[config.mk]
export PLATFORM = sky130hd
export DESIGN_NAME = pic_pipeline_interlock_control
export DESIGN_NICKNAME = d
export VERILOG_FILES = /design/src/hw/pic_pkg.sv /design/src/hw/pic_addr_cmp.sv /design/src/hw/pic_reg_hazard.sv /design/src/hw/pic_pipeline_interlock_control.sv
export VERILOG_INCLUDE_DIRS = /design/src /design/src/hw
export SDC_FILE = /design/constraint.sdc
export NUM_CORES = 1
export LEC_CHECK = 0
export ABC_AREA = 1
export BUFFER_PORTS_ARGS = -buffer_cell sky130_fd_sc_hd__buf_4
export CORE_MARGIN = 1
export CORE_UTILIZATION = 55
export CTS_BUF_LIST = sky130_fd_sc_hd__clkbuf_8 sky130_fd_sc_hd__clkbuf_16
export CTS_CLUSTER_SIZE = 24
export DETAILED_ROUTE_END_ITERATION = 10
export PLACE_DENSITY_LB_ADDON = 0.05
export SLEW_MARGIN = 30
export SYNTH_ARGS = -nofsm -noshare
export SYNTH_HDL_FRONTEND = slang
export SYNTH_SLANG_ARGS = --single-unit
[constraint.sdc]
create_clock -name clk -period 11.6 [get_ports clk]
set_input_delay 1.16 -clock clk [delete_from_list [all_inputs] [get_ports clk]]
set_output_delay 1.16 -clock clk [all_outputs]
set_load 0.02 [all_outputs]
[src/hw/pic_consts.svh]
// Timing counts, stage indices and widths of the pipeline interlock block.
// Assumes it is included by bare name from the package and the design modules.
`ifndef PIC_CONSTS_SVH
`define PIC_CONSTS_SVH

// ------------------------
// Clock and pipeline cycle timing
// ------------------------
`define PIC_CLK_NS          40
`define PIC_PIPE_CYCLE_NS   250
`define PIC_PIPE_CLKS       ((`PIC_PIPE_CYCLE_NS + `PIC_CLK_NS - 1) / `PIC_CLK_NS)
`define PIC_TICK_W          3
`define PIC_TICK_LAST       3'(`PIC_PIPE_CLKS - 1)

// ------------------------
// Stage indices: fetch, instruction translate, address, operand translate,
// operand read, compute
// ------------------------
`define PIC_STG_FETCH       0
`define PIC_STG_IXLATE      1
`define PIC_STG_EA          2
`define PIC_STG_OXLATE      3
`define PIC_STG_OREAD       4
`define PIC_STG_COMPUTE     5

// ------------------------
// Widths and counts
// ------------------------
`define PIC_ADDR_W          16
`define PIC_REG_W           4
`define PIC_NCYC_W          4
`define PIC_CMP_BITS        15
`define PIC_STORE_WR_CYCLES 2'd2
`define PIC_NCYC_ONE        4'h1

`endif

[src/hw/pic_pkg.sv]
// Types shared by the pipeline interlock modules.
// Assumes pic_consts.svh is on the include path.
`include "pic_consts.svh"

package pic_pkg;

   // Instruction class carried by each stage token, one-hot.
   typedef enum logic [7:0] {
      KIND_NONE              = 8'h01,
      KIND_LOAD              = 8'h02,
      KIND_BRANCH            = 8'h04,
      KIND_STORE_OTHER       = 8'h08,
      KIND_WORD_WRITE_INSTR  = 8'h10,
      KIND_HALF_WRITE_INSTR  = 8'h20,
      KIND_FLOAT_WRITE_INSTR = 8'h40,
      KIND_BYTE_WRITE_INSTR  = 8'h80
   } pic_kind_e;

   typedef logic [`PIC_ADDR_W-1:0] pic_addr_t;
   typedef logic [`PIC_REG_W-1:0]  pic_reg_t;
   typedef logic [`PIC_NCYC_W-1:0] pic_ncyc_t;

   // True only for the four simple store classes.
   function automatic logic pic_is_simple_store(input pic_kind_e k);
      pic_is_simple_store = (k == KIND_WORD_WRITE_INSTR) || (k == KIND_HALF_WRITE_INSTR) ||
                            (k == KIND_FLOAT_WRITE_INSTR) || (k == KIND_BYTE_WRITE_INSTR);
   endfunction : pic_is_simple_store

endpackage : pic_pkg

[src/hw/pic_addr_cmp.sv]
// Store conflict address comparator.
// Assumes both addresses are 16-bit logical addresses; purely combinational.
`include "pic_consts.svh"

module pic_addr_cmp
   import pic_pkg::*;
(
   // Addresses compared
   input  wire pic_addr_t store_addr,
   input  wire pic_addr_t load_addr,
   // Result
   output logic           hit
);

   // ------------------------
   // Adjacency on the low address bits, wrapping at the top of the field
   // ------------------------

   // Every access spans two locations, so equal or one apart is a hit.
   function automatic logic near(input logic [`PIC_CMP_BITS-1:0] a, input logic [`PIC_CMP_BITS-1:0] b);
      logic [`PIC_CMP_BITS-1:0] d;
      d    = a - b;
      near = (d == '0) || (d == `PIC_CMP_BITS'(1)) || (d == '1);
   endfunction : near

   // Only the low bits are compared, never a translated address.
   assign hit = near(store_addr[`PIC_CMP_BITS-1:0], load_addr[`PIC_CMP_BITS-1:0]);

endmodule : pic_addr_cmp

[src/hw/pic_reg_hazard.sv]
// Base/index register conflict detector for the address stage.
// Assumes writers in the three stages downstream of the address stage are given.
`include "pic_consts.svh"

module pic_reg_hazard
   import pic_pkg::*;
(
   // Reader in the address stage
   input  wire logic     ea_valid,
   input  wire logic     ea_bx_use,
   input  wire pic_reg_t ea_base,
   input  wire pic_reg_t ea_index,
   // Writers downstream
   input  wire logic     ox_wr,
   input  wire pic_reg_t ox_wr_reg,
   input  wire logic     of_wr,
   input  wire pic_reg_t of_wr_reg,
   input  wire logic     ex_wr,
   input  wire pic_reg_t ex_wr_reg,
   // Result
   output logic          conflict
);

   // Writer w with target t collides with either address register.
   function automatic logic clash(input logic w, input pic_reg_t t, input pic_reg_t b, input pic_reg_t x);
      clash = w && ((t == b) || (t == x));
   endfunction : clash

   // Only instructions forming an address from base or index are checked.
   assign conflict = ea_valid && ea_bx_use &&
                     (clash(ox_wr, ox_wr_reg, ea_base, ea_index) ||
                      clash(of_wr, of_wr_reg, ea_base, ea_index) ||
                      clash(ex_wr, ex_wr_reg, ea_base, ea_index));

endmodule : pic_reg_hazard

[src/hw/pic_pipeline_interlock_control.sv]
// Interlock and restart control for a six-stage prefetching pipeline.
// Assumes a fetch source that decodes tokens and offers a branch target
// right after a restart, and a memory side taking operand reads and writes.
// Functional notes
// - Six independent stages: fetch, translate, address, operand translate, read, compute.
// - Pipeline advances once per seven-clock pipeline cycle, 280 ns at the 40 ns clock.
// - A taken branch discards all prefetched work and restarts at target.
// - A taken-branch restart leaves the compute stage idle exactly three cycles.
// - The address stage takes the prefetched target first to shorten restart.
// - A branch not taken keeps all prefetched work, no restart.
// - Register conflicts checked only for base or index address forming.
// - Conflict when any of three older instructions writes that register.
// - Address stage holds until written; stall 3, 2 or 1 cycles.
// - Each address-stage conflict stall shows as one compute idle cycle.
// - Multi-cycle instructions hold address work until their last compute cycle.
// - A simple store uses two extra memory cycles to write.
// - Address stage pre-reads the store target for protection checking.
// - A store costs at most two compute cycles, depending on follower.
// - Store handling applies to word, half, float and byte stores only.
// - A load hitting an outstanding store write waits until it completes.
// - The early conflicting operand read is done but its data discarded.
// - Store conflicts are checked only against pending simple stores.
// - Accesses cover two locations; addresses at most one apart conflict.
// - Compare only low fifteen logical address bits, never physical ones.
// - 7FFF is adjacent to 0000 and FFFF adjacent to 8000.
// - Store conflict delay: two cycles, one cycle, then none.
// - One pending-store register, so one simple store in flight.
// - Second store waits: two cycles, one cycle, then none.
// - Second-store wait is an address-stage hold, never a restart.
`include "pic_consts.svh"

module pic_pipeline_interlock_control
   import pic_pkg::*;
(
   // Clock, reset and enable
   input  wire logic      clk,
   input  wire logic      rst,
   input  wire logic      ce,
   // Fetch port, one decoded token per accepted transfer
   input  wire logic      fetch_valid,
   output logic           fetch_ready,
   input  wire pic_kind_e fetch_kind,
   input  wire logic      fetch_bx_use,
   input  wire pic_reg_t  fetch_base_reg,
   input  wire pic_reg_t  fetch_index_reg,
   input  wire logic      fetch_wr_en,
   input  wire pic_reg_t  fetch_wr_reg,
   input  wire pic_addr_t fetch_addr,
   input  wire pic_ncyc_t fetch_ncyc,
   // Branch outcome for the compute stage
   input  wire logic      branch_taken,
   // Pipeline cycle and restart
   output logic           pipe_tick,
   output logic           restart,
   output pic_addr_t      restart_addr,
   output logic           redirect_wait,
   // Store protection pre-read
   output logic           ea_preread,
   output pic_addr_t      ea_addr,
   // Operand read
   output logic           opnd_rd,
   output pic_addr_t      opnd_addr,
   output logic           opnd_discard,
   // Memory write of the pending store
   output logic           mem_wr,
   output logic           mem_wr_first,
   output pic_addr_t      mem_wr_addr,
   // Register write-back
   output logic           reg_wr,
   output pic_reg_t       reg_wr_idx,
   // Stage status
   output logic           ex_idle,
   output logic           stall_long,
   output logic           stall_reg,
   output logic           stall_store_ser,
   output logic           stall_store_cfl
);

   localparam int NST = 6;
   // ------------------------
   // Declarations
   // ------------------------
   logic [`PIC_TICK_W-1:0] tick_q;
   logic                   adv;
   // Stage tokens, indexed by stage number.
   logic      valid_q [0:NST-1];
   pic_kind_e kind_q  [0:NST-1];
   logic      bx_q    [0:NST-1];
   pic_reg_t  base_q  [0:NST-1];
   pic_reg_t  idx_q   [0:NST-1];
   logic      wen_q   [0:NST-1];
   pic_reg_t  wreg_q  [0:NST-1];
   pic_addr_t addr_q  [0:NST-1];
   pic_ncyc_t ncyc_q  [0:NST-1];
   // Source of each stage's next token.
   logic      s_valid [0:NST-1];
   pic_kind_e s_kind  [0:NST-1];
   logic      s_bx    [0:NST-1];
   pic_reg_t  s_base  [0:NST-1];
   pic_reg_t  s_idx   [0:NST-1];
   logic      s_wen   [0:NST-1];
   pic_reg_t  s_wreg  [0:NST-1];
   pic_addr_t s_addr  [0:NST-1];
   pic_ncyc_t s_ncyc  [0:NST-1];
   logic [NST-1:0] hold, take;
   pic_ncyc_t      ex_cnt_q;
   logic           ex_last, flush, redirect_q, fetch_acc;
   logic           restart_q;
   pic_addr_t      restart_addr_q;
   logic [1:0]     pend_cnt_q;
   pic_addr_t      pend_addr_q;
   logic           reg_cfl, ser_hold, of_load, hit_ex, hit_pend, of_cfl;

   // ------------------------
   // Pipeline cycle timing
   // ------------------------
   // Divides the clock down to one pipeline cycle; all stages move on it.
   always_ff @(posedge clk or posedge rst) begin
      if (rst) begin
         tick_q <= '0;
      end else if (ce) begin
         tick_q <= (tick_q == `PIC_TICK_LAST) ? '0 : tick_q + 3'h1;
      end
   end
   assign pipe_tick = (tick_q == `PIC_TICK_LAST);
   assign adv       = ce && pipe_tick;

   // ------------------------
   // Stall detection
   // ------------------------
   // Base/index conflict against the three older stages.
   pic_reg_hazard u_reg_hazard (
      .ea_valid  (valid_q[`PIC_STG_EA]),
      .ea_bx_use (bx_q[`PIC_STG_EA]),
      .ea_base   (base_q[`PIC_STG_EA]),
      .ea_index  (idx_q[`PIC_STG_EA]),
      .ox_wr     (valid_q[`PIC_STG_OXLATE] && wen_q[`PIC_STG_OXLATE]),
      .ox_wr_reg (wreg_q[`PIC_STG_OXLATE]),
      .of_wr     (valid_q[`PIC_STG_OREAD] && wen_q[`PIC_STG_OREAD]),
      .of_wr_reg (wreg_q[`PIC_STG_OREAD]),
      .ex_wr     (valid_q[`PIC_STG_COMPUTE] && wen_q[`PIC_STG_COMPUTE]),
      .ex_wr_reg (wreg_q[`PIC_STG_COMPUTE]),
      .conflict  (reg_cfl)
   );

   // Store conflict against the simple store now computing.
   pic_addr_cmp u_cmp_ex (
      .store_addr (addr_q[`PIC_STG_COMPUTE]),
      .load_addr  (addr_q[`PIC_STG_OREAD]),
      .hit        (hit_ex)
   );

   // Store conflict against the store whose write has just begun.
   pic_addr_cmp u_cmp_pend (
      .store_addr (pend_addr_q),
      .load_addr  (addr_q[`PIC_STG_OREAD]),
      .hit        (hit_pend)
   );

   // A second simple store waits while the first is in translate or read.
   assign ser_hold = valid_q[`PIC_STG_EA] && pic_is_simple_store(kind_q[`PIC_STG_EA]) &&
                     ((valid_q[`PIC_STG_OXLATE] && pic_is_simple_store(kind_q[`PIC_STG_OXLATE])) ||
                      (valid_q[`PIC_STG_OREAD] && pic_is_simple_store(kind_q[`PIC_STG_OREAD])));

   // A load conflicts while the matching write is not yet completed.
   assign of_load = valid_q[`PIC_STG_OREAD] && (kind_q[`PIC_STG_OREAD] == KIND_LOAD);
   assign of_cfl  = of_load &&
                    ((valid_q[`PIC_STG_COMPUTE] && pic_is_simple_store(kind_q[`PIC_STG_COMPUTE]) && hit_ex) ||
                     ((pend_cnt_q == `PIC_STORE_WR_CYCLES) && hit_pend));

   // Multi-cycle compute holds every stage behind it.
   assign ex_last = (ex_cnt_q <= `PIC_NCYC_ONE);

   // Holds ripple upstream so no younger token passes an older one.
   always_comb begin
      hold[`PIC_STG_COMPUTE] = valid_q[`PIC_STG_COMPUTE] && !ex_last;
      hold[`PIC_STG_OREAD]   = hold[`PIC_STG_COMPUTE] || of_cfl;
      hold[`PIC_STG_OXLATE]  = hold[`PIC_STG_OREAD];
      hold[`PIC_STG_EA]      = hold[`PIC_STG_OXLATE] || reg_cfl || ser_hold;
      hold[`PIC_STG_IXLATE]  = hold[`PIC_STG_EA];
      hold[`PIC_STG_FETCH]   = hold[`PIC_STG_IXLATE];
   end

   // A stage takes its upstream token only if that stage is moving.
   always_comb begin
      take[0] = 1'b1;
      for (int i = 1; i < NST; i++) begin
         take[i] = !hold[i-1];
      end
      if (redirect_q) begin
         take[`PIC_STG_OXLATE] = 1'b1;
      end
   end

   // ------------------------
   // Branch restart
   // ------------------------
   // Restart only when a branch ends computing with its condition met.
   assign flush = valid_q[`PIC_STG_COMPUTE] && (kind_q[`PIC_STG_COMPUTE] == KIND_BRANCH) &&
                  ex_last && branch_taken;

   // After restart the fetch side offers the prefetched target, which the
   // address stage hands straight to operand translate.
   assign fetch_ready = adv && !flush && (redirect_q ? !hold[`PIC_STG_OXLATE] : !hold[`PIC_STG_FETCH]);
   assign fetch_acc   = fetch_valid && fetch_ready;

   // Waits for the target token, which leaves the compute stage idle for three cycles.
   always_ff @(posedge clk or posedge rst) begin
      if (rst) begin
         redirect_q <= 1'b0;
      end else if (adv) begin
         if (flush) begin
            redirect_q <= 1'b1;
         end else if (fetch_acc) begin
            redirect_q <= 1'b0;
         end
      end
   end

   // One-clock restart pulse carrying the branch target.
   always_ff @(posedge clk or posedge rst) begin
      if (rst) begin
         restart_q      <= 1'b0;
         restart_addr_q <= '0;
      end else if (ce) begin
         restart_q <= adv && flush;
         if (adv && flush) begin
            restart_addr_q <= addr_q[`PIC_STG_COMPUTE];
         end
      end
   end
   assign restart       = restart_q;
   assign restart_addr  = restart_addr_q;
   assign redirect_wait = redirect_q;

   // ------------------------
   // Stage sources and token movement
   // ------------------------
   // Fetch feeds stage 0, or operand translate while a target is awaited.
   always_comb begin
      for (int i = 0; i < NST; i++) begin
         if (i == `PIC_STG_FETCH || (i == `PIC_STG_OXLATE && redirect_q)) begin
            s_valid[i] = fetch_acc && (i == `PIC_STG_OXLATE) == redirect_q;
            s_kind[i]  = fetch_kind;
            s_bx[i]    = fetch_bx_use;
            s_base[i]  = fetch_base_reg;
            s_idx[i]   = fetch_index_reg;
            s_wen[i]   = fetch_wr_en;
            s_wreg[i]  = fetch_wr_reg;
            s_addr[i]  = fetch_addr;
            s_ncyc[i]  = fetch_ncyc;
         end else begin
            s_valid[i] = valid_q[i-1];
            s_kind[i]  = kind_q[i-1];
            s_bx[i]    = bx_q[i-1];
            s_base[i]  = base_q[i-1];
            s_idx[i]   = idx_q[i-1];
            s_wen[i]   = wen_q[i-1];
            s_wreg[i]  = wreg_q[i-1];
            s_addr[i]  = addr_q[i-1];
            s_ncyc[i]  = ncyc_q[i-1];
         end
      end
   end

   // Each stage holds its own token; a moving stage with a stalled source
   // takes a bubble, and a restart empties all stages ahead of compute.
   generate
      for (genvar g = 0; g < NST; g++) begin : g_stage
         always_ff @(posedge clk or posedge rst) begin
            if (rst) begin
               valid_q[g] <= 1'b0;
               kind_q[g]  <= KIND_NONE;
               bx_q[g]    <= 1'b0;
               base_q[g]  <= '0;
               idx_q[g]   <= '0;
               wen_q[g]   <= 1'b0;
               wreg_q[g]  <= '0;
               addr_q[g]  <= '0;
               ncyc_q[g]  <= '0;
            end else if (adv) begin
               if (flush && g != `PIC_STG_COMPUTE) begin
                  valid_q[g] <= 1'b0;
               end else if (!hold[g]) begin
                  valid_q[g] <= take[g] && s_valid[g] && !flush;
                  kind_q[g]  <= s_kind[g];
                  bx_q[g]    <= s_bx[g];
                  base_q[g]  <= s_base[g];
                  idx_q[g]   <= s_idx[g];
                  wen_q[g]   <= s_wen[g];
                  wreg_q[g]  <= s_wreg[g];
                  addr_q[g]  <= s_addr[g];
                  ncyc_q[g]  <= s_ncyc[g];
               end
            end
         end
      end
   endgenerate

   // Counts the remaining compute cycles of the token in the compute stage.
   always_ff @(posedge clk or posedge rst) begin
      if (rst) begin
         ex_cnt_q <= '0;
      end else if (adv) begin
         if (!hold[`PIC_STG_COMPUTE]) begin
            ex_cnt_q <= s_ncyc[`PIC_STG_COMPUTE];
         end else begin
            ex_cnt_q <= ex_cnt_q - `PIC_NCYC_ONE;
         end
      end
   end

   // ------------------------
   // Pending store register and memory write
   // ------------------------
   // A simple store leaving compute claims the single pending register
   // for its two write cycles.
   always_ff @(posedge clk or posedge rst) begin
      if (rst) begin
         pend_cnt_q  <= '0;
         pend_addr_q <= '0;
      end else if (adv) begin
         if (valid_q[`PIC_STG_COMPUTE] && pic_is_simple_store(kind_q[`PIC_STG_COMPUTE]) &&
             !hold[`PIC_STG_COMPUTE]) begin
            pend_cnt_q  <= `PIC_STORE_WR_CYCLES;
            pend_addr_q <= addr_q[`PIC_STG_COMPUTE];
         end else if (pend_cnt_q != '0) begin
            pend_cnt_q <= pend_cnt_q - 2'd1;
         end
      end
   end

   // Write strobes, one per write cycle of the pending store.
   assign mem_wr       = adv && (pend_cnt_q != '0);
   assign mem_wr_first = adv && (pend_cnt_q == `PIC_STORE_WR_CYCLES);
   assign mem_wr_addr  = pend_addr_q;

   // ------------------------
   // Memory reads and register write-back
   // ------------------------
   // A simple store reads its target while computing its address so that
   // protection faults surface before the write.
   assign ea_preread = adv && valid_q[`PIC_STG_EA] && pic_is_simple_store(kind_q[`PIC_STG_EA]) &&
                       !hold[`PIC_STG_EA];
   assign ea_addr    = addr_q[`PIC_STG_EA];

   // The operand read goes out even under a conflict, but is marked discarded.
   assign opnd_rd      = adv && of_load;
   assign opnd_addr    = addr_q[`PIC_STG_OREAD];
   assign opnd_discard = adv && of_cfl;

   // Register write at the last compute cycle releases address-stage waiters.
   assign reg_wr     = adv && valid_q[`PIC_STG_COMPUTE] && wen_q[`PIC_STG_COMPUTE] && ex_last;
   assign reg_wr_idx = wreg_q[`PIC_STG_COMPUTE];

   // ------------------------
   // Status
   // ------------------------
   // Level indications of the compute bubble and of each stall cause.
   assign ex_idle         = !valid_q[`PIC_STG_COMPUTE];
   assign stall_long      = hold[`PIC_STG_COMPUTE];
   assign stall_reg       = reg_cfl;
   assign stall_store_ser = ser_hold;
   assign stall_store_cfl = of_cfl;

endmodule : pic_pipeline_interlock_control

# Yosys cells after proc, flatten, opt, wreduce, memory -nomap -nowiden
# Index checks and enable logic that the tools add are counted.
totals:
  reg_bits: 270
  latch_bits: 0
  ramBits: 0
  rom_bits: 0
  input_bits: 47
  word_cells: 214
  n_memories: 0
op_classes:
  addsub: 5
  n_mul: 0
  div: 0
  n_lt_le_gt_ge: 1
  eq_ne: 32
  shift: 0
  mux: 24
  bitwise: 5
  reduce_logical: 96
ops:
  columns: ["cell", "n"]
  rows:
  - ["$logic_and 1x1->1", 50]
  - ["$eq 8x5->1 const B", 4]
  - ["$eq 8x6->1 const B", 4]
  - ["$eq 8x7->1 const B", 4]
  - ["$eq 8x8->1 const B", 4]
  - ["$eq 15x1->1 const B", 2]
  - ["$eq 15x15->1 const B", 2]
  - ["$logic_not 15->1", 2]
  - ["$sub 15x15->15", 2]
  - ["$logic_or 1x1->1", 26]
  - ["$eq 4x4->1", 6]
  - ["$mux 1", 16]
  - ["$mux 16", 1]
  - ["$reduce_and 2->1", 7]
  - ["$mux 4", 3]
  - ["$eq 8x2->1 const B", 1]
  - ["$eq 8x3->1 const B", 1]
  - ["$mux 8", 1]
  - ["$logic_not 1->1", 6]
  - ["$reduce_and 3->1", 2]
  - ["$reduce_bool 2->1", 3]
  - ["$not 1->1", 5]
  - ["$le 4x1->1 const B", 1]
  - ["$mux 2", 2]
  - ["other kinds (7)", 8]

# Longest topological paths before layout
# Gate-level depths: netlist of run 1.
depth:
  ltp_word: 21
  ltp_mapped: 24

# Hierarchy
# A second synthesis of run 1 with hierarchy kept.
unflattened:
  cells_unflattened: 1983
  hier_area_um2: 14501.4
modules_own_cells:
  columns: ["mod", "instances", "cells_each", "area_per_inst_um2", "seq_area_each_um2"]
  rows:
  - ["pic_pipeline_interlock_control", 1, 1354, 11623.6, 6764.0]
  - ["pic_addr_cmp", 2, 255, 1211.2, 0.0]
  - ["pic_reg_hazard", 1, 119, 455.4, 0.0]

# Least setup slack after synthesis of run 1
# OpenSTA, ideal clock, no wires.
synth_path:
  path_type: "register to output"
  start: "register pend_addr_q[0] (netlist: mem_wr_addr[0])"
  end: "output port fetch_ready"
  t_arrival_ns: 2.820
  t_required_ns: 10.440
  path_slack_ns: 7.620
  path_stages_with_launch: 23
  n_path_buf: 2
  path_cell_list: "dfrtp_1 -> inv_1 -> ha_1 -> fa_1 -> inv_1 -> nand2_1 -> nand2_1 -> nand3_1 -> nand2_1 -> nand2_1 -> nand3_1 -> nand2_1 -> inv_1 -> nor2_1 -> nand3_1 -> nand2_1 -> nand2_1 -> nand2_2 -> nand2_4 -> nand2_4 -> buf_6 -> buf_4 -> a21oi_1"
synth_via:
  elab_chain_len: 13
  elab_cells_between_ends: 16
synth_lines:
  columns: ["item", "line", "rtl"]
  rows:
  - ["start: declaration", "pic_pipeline_interlock_control.sv:111", "pic_addr_t pend_addr_q;"]
  - ["start signal: assignment", "pic_pipeline_interlock_control.sv:326", "pend_addr_q <= addr_q[`PIC_STG_COMPUTE];"]
  - ["$sub 15x15->15 (*)", "pic_addr_cmp.sv:22", "d = a - b;"]
  - ["$eq 15x1->1 / $logic_not 15->1 (equally long branches)", "pic_addr_cmp.sv:23", "near = (d == '0) || (d == `PIC_CMP_BITS'(1)) || (d == '1);"]
  - ["$logic_or 1x1->1", "pic_addr_cmp.sv:23", null]
  - ["$logic_or 1x1->1 (*)", "pic_addr_cmp.sv:23", null]
  - ["$logic_and 1x1->1 (*)", "pic_pipeline_interlock_control.sv:169", "((pend_cnt_q == `PIC_STORE_WR_CYCLES) && hit_pend));"]
  - ["$logic_or 1x1->1 (*)", "pic_pipeline_interlock_control.sv:168", "((valid_q[`PIC_STG_COMPUTE] && pic_is_simple_store(kind_q[`PIC_STG_COMPUTE]) && hit_ex) ||"]
  - ["$logic_and 1x1->1 (*)", "pic_pipeline_interlock_control.sv:167", "assign of_cfl = of_load &&"]
  - ["$logic_or 1x1->1 (*)", "pic_pipeline_interlock_control.sv:177", "hold[`PIC_STG_OREAD] = hold[`PIC_STG_COMPUTE] || of_cfl;"]
  - ["$logic_or 1x1->1 (2 in a row)", "pic_pipeline_interlock_control.sv:179", "hold[`PIC_STG_EA] = hold[`PIC_STG_OXLATE] || reg_cfl || ser_hold;"]
  - ["$logic_not 1->1", "pic_pipeline_interlock_control.sv:204", "assign fetch_ready = adv && !flush && (redirect_q ? !hold[`PIC_STG_OXLATE] : !hold[`PIC_STG_FETCH]);"]
  - ["$mux 1 (*)", "pic_pipeline_interlock_control.sv:204", null]
  - ["$logic_and 1x1->1 (*)", "pic_pipeline_interlock_control.sv:204", null]
  - ["end: declaration", "pic_pipeline_interlock_control.sv:41", "output logic fetch_ready,"]
# Mark *: on every way between the ends. The rest lies on a longest branch, timed or not.

# Final worst setup path of run 1
layout_path:
  start: "register ex_cnt_q[0]"
  end: "output port fetch_ready"
layout_via:
  elab_chain_len: 9
  elab_cells_between_ends: 14
layout_lines:
  columns: ["item", "line", "rtl"]
  rows:
  - ["start: declaration", "pic_pipeline_interlock_control.sv:106", "pic_ncyc_t ex_cnt_q;"]
  - ["start signal: assignment", "pic_pipeline_interlock_control.sv:306", "ex_cnt_q <= s_ncyc[`PIC_STG_COMPUTE];"]
  - ["start signal: assignment", "pic_pipeline_interlock_control.sv:308", "ex_cnt_q <= ex_cnt_q - `PIC_NCYC_ONE;"]
  - ["$le 4x1->1 (no source line) (*)", null, null]
  - ["$logic_not 1->1", "pic_pipeline_interlock_control.sv:176", "hold[`PIC_STG_COMPUTE] = valid_q[`PIC_STG_COMPUTE] && !ex_last;"]
  - ["$logic_and 1x1->1", "pic_pipeline_interlock_control.sv:176", null]
  - ["$logic_or 1x1->1", "pic_pipeline_interlock_control.sv:177", null]
  - ["$logic_or 1x1->1 (2 in a row)", "pic_pipeline_interlock_control.sv:179", null]
  - ["$logic_not 1->1", "pic_pipeline_interlock_control.sv:204", null]
  - ["$mux 1", "pic_pipeline_interlock_control.sv:204", null]
  - ["$logic_and 1x1->1 (*)", "pic_pipeline_interlock_control.sv:204", null]
# Marks and branches as above.

==> impl_metrics.csv, run 1 <==
group,metric,value,unit
cts,cts_sinks,270,
floorplanning,dieArea,0.0260,mm^2
global_routing,grt-ovfl-total,0,
setup_path,path_class,"reg2out",
yosys,ys_types,39,
sta,fin_ws,6760,ps
drt,vias,11300,
floorplanning,ioPinCount,130,
pwr,p_comb_share,12.7,%
drt,drt-initial-drc-count,743,
global_routing,grtUsageMet3,3.29,%
yosys,netlist_instances,1812,
setup_path,required,10440,ps
yosys,synth_edf_count,0,
sta,drv_slew,0,
worst_hold_path,worstHoldPathType,"reg2reg",
yosys,async_flop_share,100,%
pwr,power.share.switching,26.0,%
final_layout,antenna_cells,0,
floorplanning,die_width,161,um
yosys,syn_area_per_cell,7.71,um^2
cts,cts_inserted_buffers,29,
final_layout,fin_cells,2228,
final_layout,synthToLayoutAreaGrowth,13.2,%
pwr,vdd_drop_max,0.104,mV
sta,setup_violations,0,
sta,finalCritPeriodShare,41.7,%
pwr,total_power,2220,uW
place,dp_cells,2174,
final_layout,final_nets,1962,
setup_path,end_kind,"primary output",
cts,h-tree-depth,1,
run,max-cap-violations,0,
place,dp_slack,6880,ps
final_layout,postLayoutCellArea,0.0158,mm^2
global_routing,antenna_found_initial,0,
sta,worstMarginPinSlew,891,ps
yosys,ys_warn_count,0,
global_routing,track_usage,24.8,%
final_layout,fill_cells,2240,
drt,vias_per_cell,5.09,
global_routing,busiest_layer,"met2",
status,status,"completed",
yosys,netlist_area,0.0140,mm^2
floorplanning,core,0.0246,mm^2
global_routing,grt_pass1_wl,52300,um
floorplanning,die_y,161,um
floorplanning,rows,57,
drt,wirelength,31300,um
global_routing,grt_max_degree,142,
pwr,powerDensity,141,mW/mm^2
sta,slew_headroom,40.6,%
drt,dr.pass1.iters,5,
sta,setup_tns,0,ps
sta,rsz0062_at_grt,"no",
cts,cts_hold_buffers,0,
pwr,leakagePower,0.00815,uW
place,dpl_cell_area,0.0148,mm^2
yosys,syn_nets,1893,
sta,finClkSkew,19.6,ps
cts,clock_latency,560,ps
pwr,p_clk_share,43.3,%
sta,max_freq,207,MHz
floorplanning,initial_utilization,56.8,%
cts,cts_tree,"yes",
yosys,synth-seq-cells,270,
drt,drc,0,
setup_path,startpoint_type,"register",
sta,period_needed,4840,ps
pwr,power_frac_seq,44.0,%
place,dpl.hpwl,22200,um
cts,postCtsSetupRepairBufs,0,
setup_path,cp_max_fo,50,
final_layout,drive_above_1_share,10.9,%
global_routing,grtUsageMet1,36.8,%
global_routing,grtUsageMet2,38.8,%
global_routing,grt_pass1_vias,10400,
yosys,yosysSeqAreaShare,48.4,%
yosys,synth_flop_cell,"dfrtp_1",
cts,clk_pin_slew,60,ps
cts,cts_resized,0,
setup_path,arrival,3680,ps
pwr,p_switching,578,uW
place,gp_congestion,0.931,
setup_path,rrSetupSlack,7100,ps
place,portBuffers,129,
pwr,intPower,1650,uW
cts,clk_path_buf_depth,3,
cts,root_buffer,"clkbuf_16",
drt,avgRoutedWirePerCell,14.1,um
drt,ant_nets,0,
sta,finalHoldViolCount,0,
-- synthesized netlist by cell type (3+ instances only) --
| cell type | count | area [um^2] |
|---|---|---|
| o21ai_0 | 186 | 931 |
| buf_6 | 16 | 180 |
| ha_1 | 32 | 400 |
| buf_4 | 44 | 330 |
| xnor2_1 | 13 | 114 |
| buf_2 | 7 | 35.0 |
| inv_1 | 301 | 1130 |
| clkbuf_1 | 30 | 113 |
| o21ai_1 | 81 | 405 |
| o22ai_1 | 3 | 18.8 |
| nand2_2 | 6 | 37.5 |
| nand2_1 | 530 | 1990 |
| nand4_1 | 29 | 181 |
| nand3b_1 | 3 | 22.5 |
| xor2_1 | 9 | 78.8 |
| nor3_1 | 9 | 45.0 |
| nor2_1 | 96 | 360 |
| nand3_1 | 77 | 385 |
| a21oi_1 | 36 | 180 |
| dfstp_2 | 6 | 158 |
| dfrtp_1 | 264 | 6610 |
| o31ai_1 | 3 | 22.5 |
| nor4_1 | 5 | 31.3 |
| and2_1 | 4 | 25.0 |
-- per-layer routing --
metal  vias to the layer above  share of wire [%]
li1                       5790                  -
met1                      5233                 48
met2                       275                 45
met3                        41                4.8
met4                         0                2.1
met5                         -                  0
-- cells in the final DEF, fill, tap and decap left out, drive strengths merged, types with 2 or more instances in the layout --
| cell type | count |
|---|---|
| a21oi | 36 |
| a31oi | 2 |
| and2 | 4 |
| buf | 138 |
| bufinv | 4 |
| clkbuf | 35 |
| clkinv | 6 |
| dfrtp | 264 |
| dfstp | 6 |
| fa | 2 |
| ha | 32 |
| inv | 311 |
| nand2 | 538 |
| nand3 | 78 |
| nand3b | 3 |
| nand4 | 29 |
| nor2 | 98 |
| nor3 | 9 |
| nor4 | 5 |
| o211ai | 2 |
| o21ai | 267 |
| o22ai | 3 |
| o31ai | 3 |
| xnor2 | 13 |
| xor2 | 9 |
-- path summary, 6_finish.rpt --
path                        startpoint             to  cells after the start
hold reg to reg              kind_q[0]      kind_q[0]                      2
setup / recovery           ex_cnt_q[0]    fetch_ready                     12
hold / removal               kind_q[0]      kind_q[0]                      2
setup reg to reg           ex_cnt_q[0]     addr_q[90]                     13
max in group asynchronous          rst  redirect_wait                      3
min in group asynchronous          rst     addr_q[38]                      2
-- critical path, cell delays in order (launching register included) --
cell	delay [ps]
dfrtp_1	400
inv_1	100
ha_1	190
o21ai_0	170
inv_1	100
nor2_1	150
nor2_4	110
buf_4	410
inv_1	340
nor2_2	660
nand2_4	150
a21oi_1	170
buf_4	160
-- flip-flops by register name, summed over array words and instances (netlist names) --
name / count
s_wreg: 16
s_valid: 4
s_wen: 4
ncyc_q: 20
wen_q: 2
ex_cnt_q: 4
bx_q: 3
restart_addr: 16
opnd_addr: 16
valid_q: 2
mem_wr_addr: 16
pend_cnt_q: 2
addr_q: 64
reg_wr_idx: 4
tick_q: 3
base_q: 12
ea_addr: 16
redirect_wait: 1
wreg_q: 4
kind_q: 48
idx_q: 12
restart: 1
-- power by group through the flow --
stage                     sequential [uW]  clock (uW)  combinational, uW
after CTS                             978         980                284
after global routing                  981        1020                326
after floorplan                       992           0                212
after detailed placement              995           0                283
final                                 978         962                283
after global placement                994           0                276
-- final cells by class --
type | count | area [um^2] | share of cell area [%]
clock inverter | 19 | 206 | 1.31
multi-input combinational | 1139 | 5400 | 34.2
timing repair buffer | 138 | 1070 | 6.75
tap | 324 | 405 | 2.57
clock buffer | 35 | 808 | 5.11
sequential | 270 | 6770 | 42.8
inverter | 303 | 1150 | 7.28
-- cells by family after synthesis --
| logic type | Yosys count | share of synthesized area (%) |
|---|---|---|
| fa+ha+maj | 34 | 3.15 |
| compound gates | 317 | 11.6 |
| simple gates | 766 | 22.5 |
| xor+xnor | 22 | 1.38 |
| buf+inv | 403 | 12.9 |
| flops | 270 | 48.4 |
-- stage by stage --
step           hold slack, ps  utilization [%]
2_1_floorplan             442                -
3_3_place_gp              452             59.9
3_5_place_dp              460             60.0
4_1_cts                   469             64.2
5_1_grt                   495             64.2
6_report                  471             64.2
Power figures use the tool's default switching activity.
==> run 2, diff against run 1 <==
- CORE_UTILIZATION: 55 -> 54
- clock period: 11.6 -> 4.1 ns (I/O delays scaled with it)
==> impl_metrics.csv, run 2 (synthesis results as in run 1) <==
group,metric,value,unit
setup_path,cp_max_fo,14,
sta,whs,86.8,ps
cts,clk_path_buf_depth,3,
global_routing,antenna_found_initial,0,
floorplanning,rows,58,
cts,root_buffer,"clkbuf_16",
pwr,powerDensity,398,mW/mm^2
final_layout,final_nets,1977,
setup_path,arrival,3460,ps
sta,finClkSkew,8.89,ps
worst_hold_path,worstHoldPathType,"in2reg",
drt,vias_per_cell,5.05,
floorplanning,ioPinCount,130,
sta,setup_violations,0,
final_layout,regMostFlops,"addr_q",
sta,worstMarginPinSlew,979,ps
global_routing,grt_pass1_vias,10400,
final_layout,postLayoutCellArea,0.0160,mm^2
sta,period_needed,3870,ps
final_layout,antenna_cells,0,
setup_path,end_kind,"primary output",
cts,clk_pin_slew,60,ps
place,portBuffers,129,
final_layout,final_core_util,63.5,%
sta,slew_headroom,34.6,%
setup_path,reg2regPathDepth,21,
cts,cts_sinks,270,
global_routing,grt-ovfl-total,0,
final_layout,drive_above_1_share,11.7,%
floorplanning,die_width,163,um
run,max-cap-violations,0,
floorplanning,core,0.0253,mm^2
setup_path,path_class,"reg2out",
pwr,p_comb_share,13.1,%
pwr,power_frac_seq,43.3,%
cts,cts_tree,"yes",
floorplanning,dieArea,0.0265,mm^2
final_layout,final_common_cell,"nand2_1",
pwr,intPower,4700,uW
sta,finalHoldViolCount,0,
pwr,p_clk_share,43.5,%
sta,max_freq,259,MHz
pwr,power.share.switching,26.4,%
sta,finalCritPeriodShare,94.3,%
drt,drc,0,
floorplanning,initial_utilization,55.3,%
final_layout,largest_register_ffs,64,
final_layout,synthToLayoutAreaGrowth,14.8,%
pwr,p_switching,1690,uW
setup_path,startpoint_type,"register",
cts,cts_inserted_buffers,29,
worst_hold_path,hold_path_depth,2,
global_routing,track_usage,25.0,%
global_routing,grt_max_degree,103,
cts,h-tree-depth,1,
final_layout,mostFrequentLayoutCells,"530 x nand2_1, 305 x inv_1, 263 x dfrtp_1",
drt,ant_nets,0,
sta,setup_tns,0,ps
drt,wirelength,32800,um
floorplanning,die_y,163,um
setup_path,required,3690,ps
drt,avgRoutedWirePerCell,14.6,um
place,dpl_cell_area,0.0149,mm^2
drt,dr.pass1.iters,5,
global_routing,grt_pass1_wl,53000,um
pwr,leakagePower,0.00821,uW
drt,vias,11400,
place,gp_congestion,0.903,
status,status,"completed",
sta,fin_ws,233,ps
sta,rsz0062_at_grt,"no",
drt,drt-initial-drc-count,987,
final_layout,reg.largest.list,"addr_q x64, kind_q x48, ncyc_q x20",
sta,drv_slew,0,
place,dpl.hpwl,23700,um
pwr,vdd_drop_max,0.362,mV
place,dp_slack,533,ps
cts,clock_latency,560,ps
==> run 2: cell count changes in the layout (fill, tap and decap cells not counted), sizes merged <==
cell / delta
buf: +13
clkbuf: +2
clkinv: -2
clkinvlp: +2
dlygate4sd3: +1
inv: -3
nand2: +1
==> run 2: final cells by class <==
class                           count  area (um^2)
Timing Repair Buffer              152         1240
Multi-Input combinational cell   1140         5440
Tap cell                          330          413
Inverter                          303         1140
Clock buffer                       37          836
Clock inverter                     16          194
Fill cell                        2313         9220
Sequential cell                   270         6770
==> run 2: repair_timing <==
action | 4_1_cts | 5_1_grt
hold endpoints to repair | 16 | 0
hold buffers | 1 | 0
gates resized for setup | 0 | 6
setup buffers | 0 | 4
setup endpoints to repair | 0 | 4
==> run 2: layer usage <==
metal / up-vias / GRT usage [%] / wire, um
li1: 5815 / - / -
met1: 5281 / 37.0 / 16100
met2: 216 / 39.5 / 14800
met3: 39 / 3.21 / 1350
met4: 0 / 4.84 / 483
met5: - / 0 / 0
==> run 2: power by group through the flow <==
stage          logic, uW  clock network (uW)  registers [uW]
2_1_floorplan        600                   0            2810
3_3_place_gp         804                   0            2810
3_5_place_dp         824                   0            2820
4_1_cts              829                2830            2770
5_1_grt              956                2940            2770
6_report             839                2780            2770
==> run 2: critical path, stage by stage, from the launching register on <==
cell     delay, ps
dfrtp_1        430
ha_1           260
fa_1           390
inv_1          140
nand3_1        110
nand2_1        130
nand3_1        110
nand3_1         80
nand2_1         50
nand2_1        160
nand3_1        100
nor2_1         100
nand3_1         80
nand2_1        100
nand2_1         70
nand2_2        110
nand2_8        110
nand2_8        140
a21oi_1         60
buf_4          160
==> run 2: stage by stage <==
| step | total power [uW] | instances |
|---|---|---|
| floorplan | 3410 | 1812 |
| global placement | 3620 | 2188 |
| detailed placement | 3640 | 2189 |
| CTS | 6430 | 2243 |
| global route | 6670 | 2248 |
| finish | 6390 | 2248 |
==> run 2: worst paths after layout <==
kind / start / slack (ps) / to
max: opnd_addr[0] / 230 / fetch_ready
min: ce / 90 / tick_q[0]
min in group asynchronous: rst / 450 / addr_q[40]
max in group asynchronous: rst / 2560 / kind_q[16]
max reg2reg: opnd_addr[0] / 410 / idx_q[21]
min reg2reg: kind_q[0] / 470 / kind_q[0]
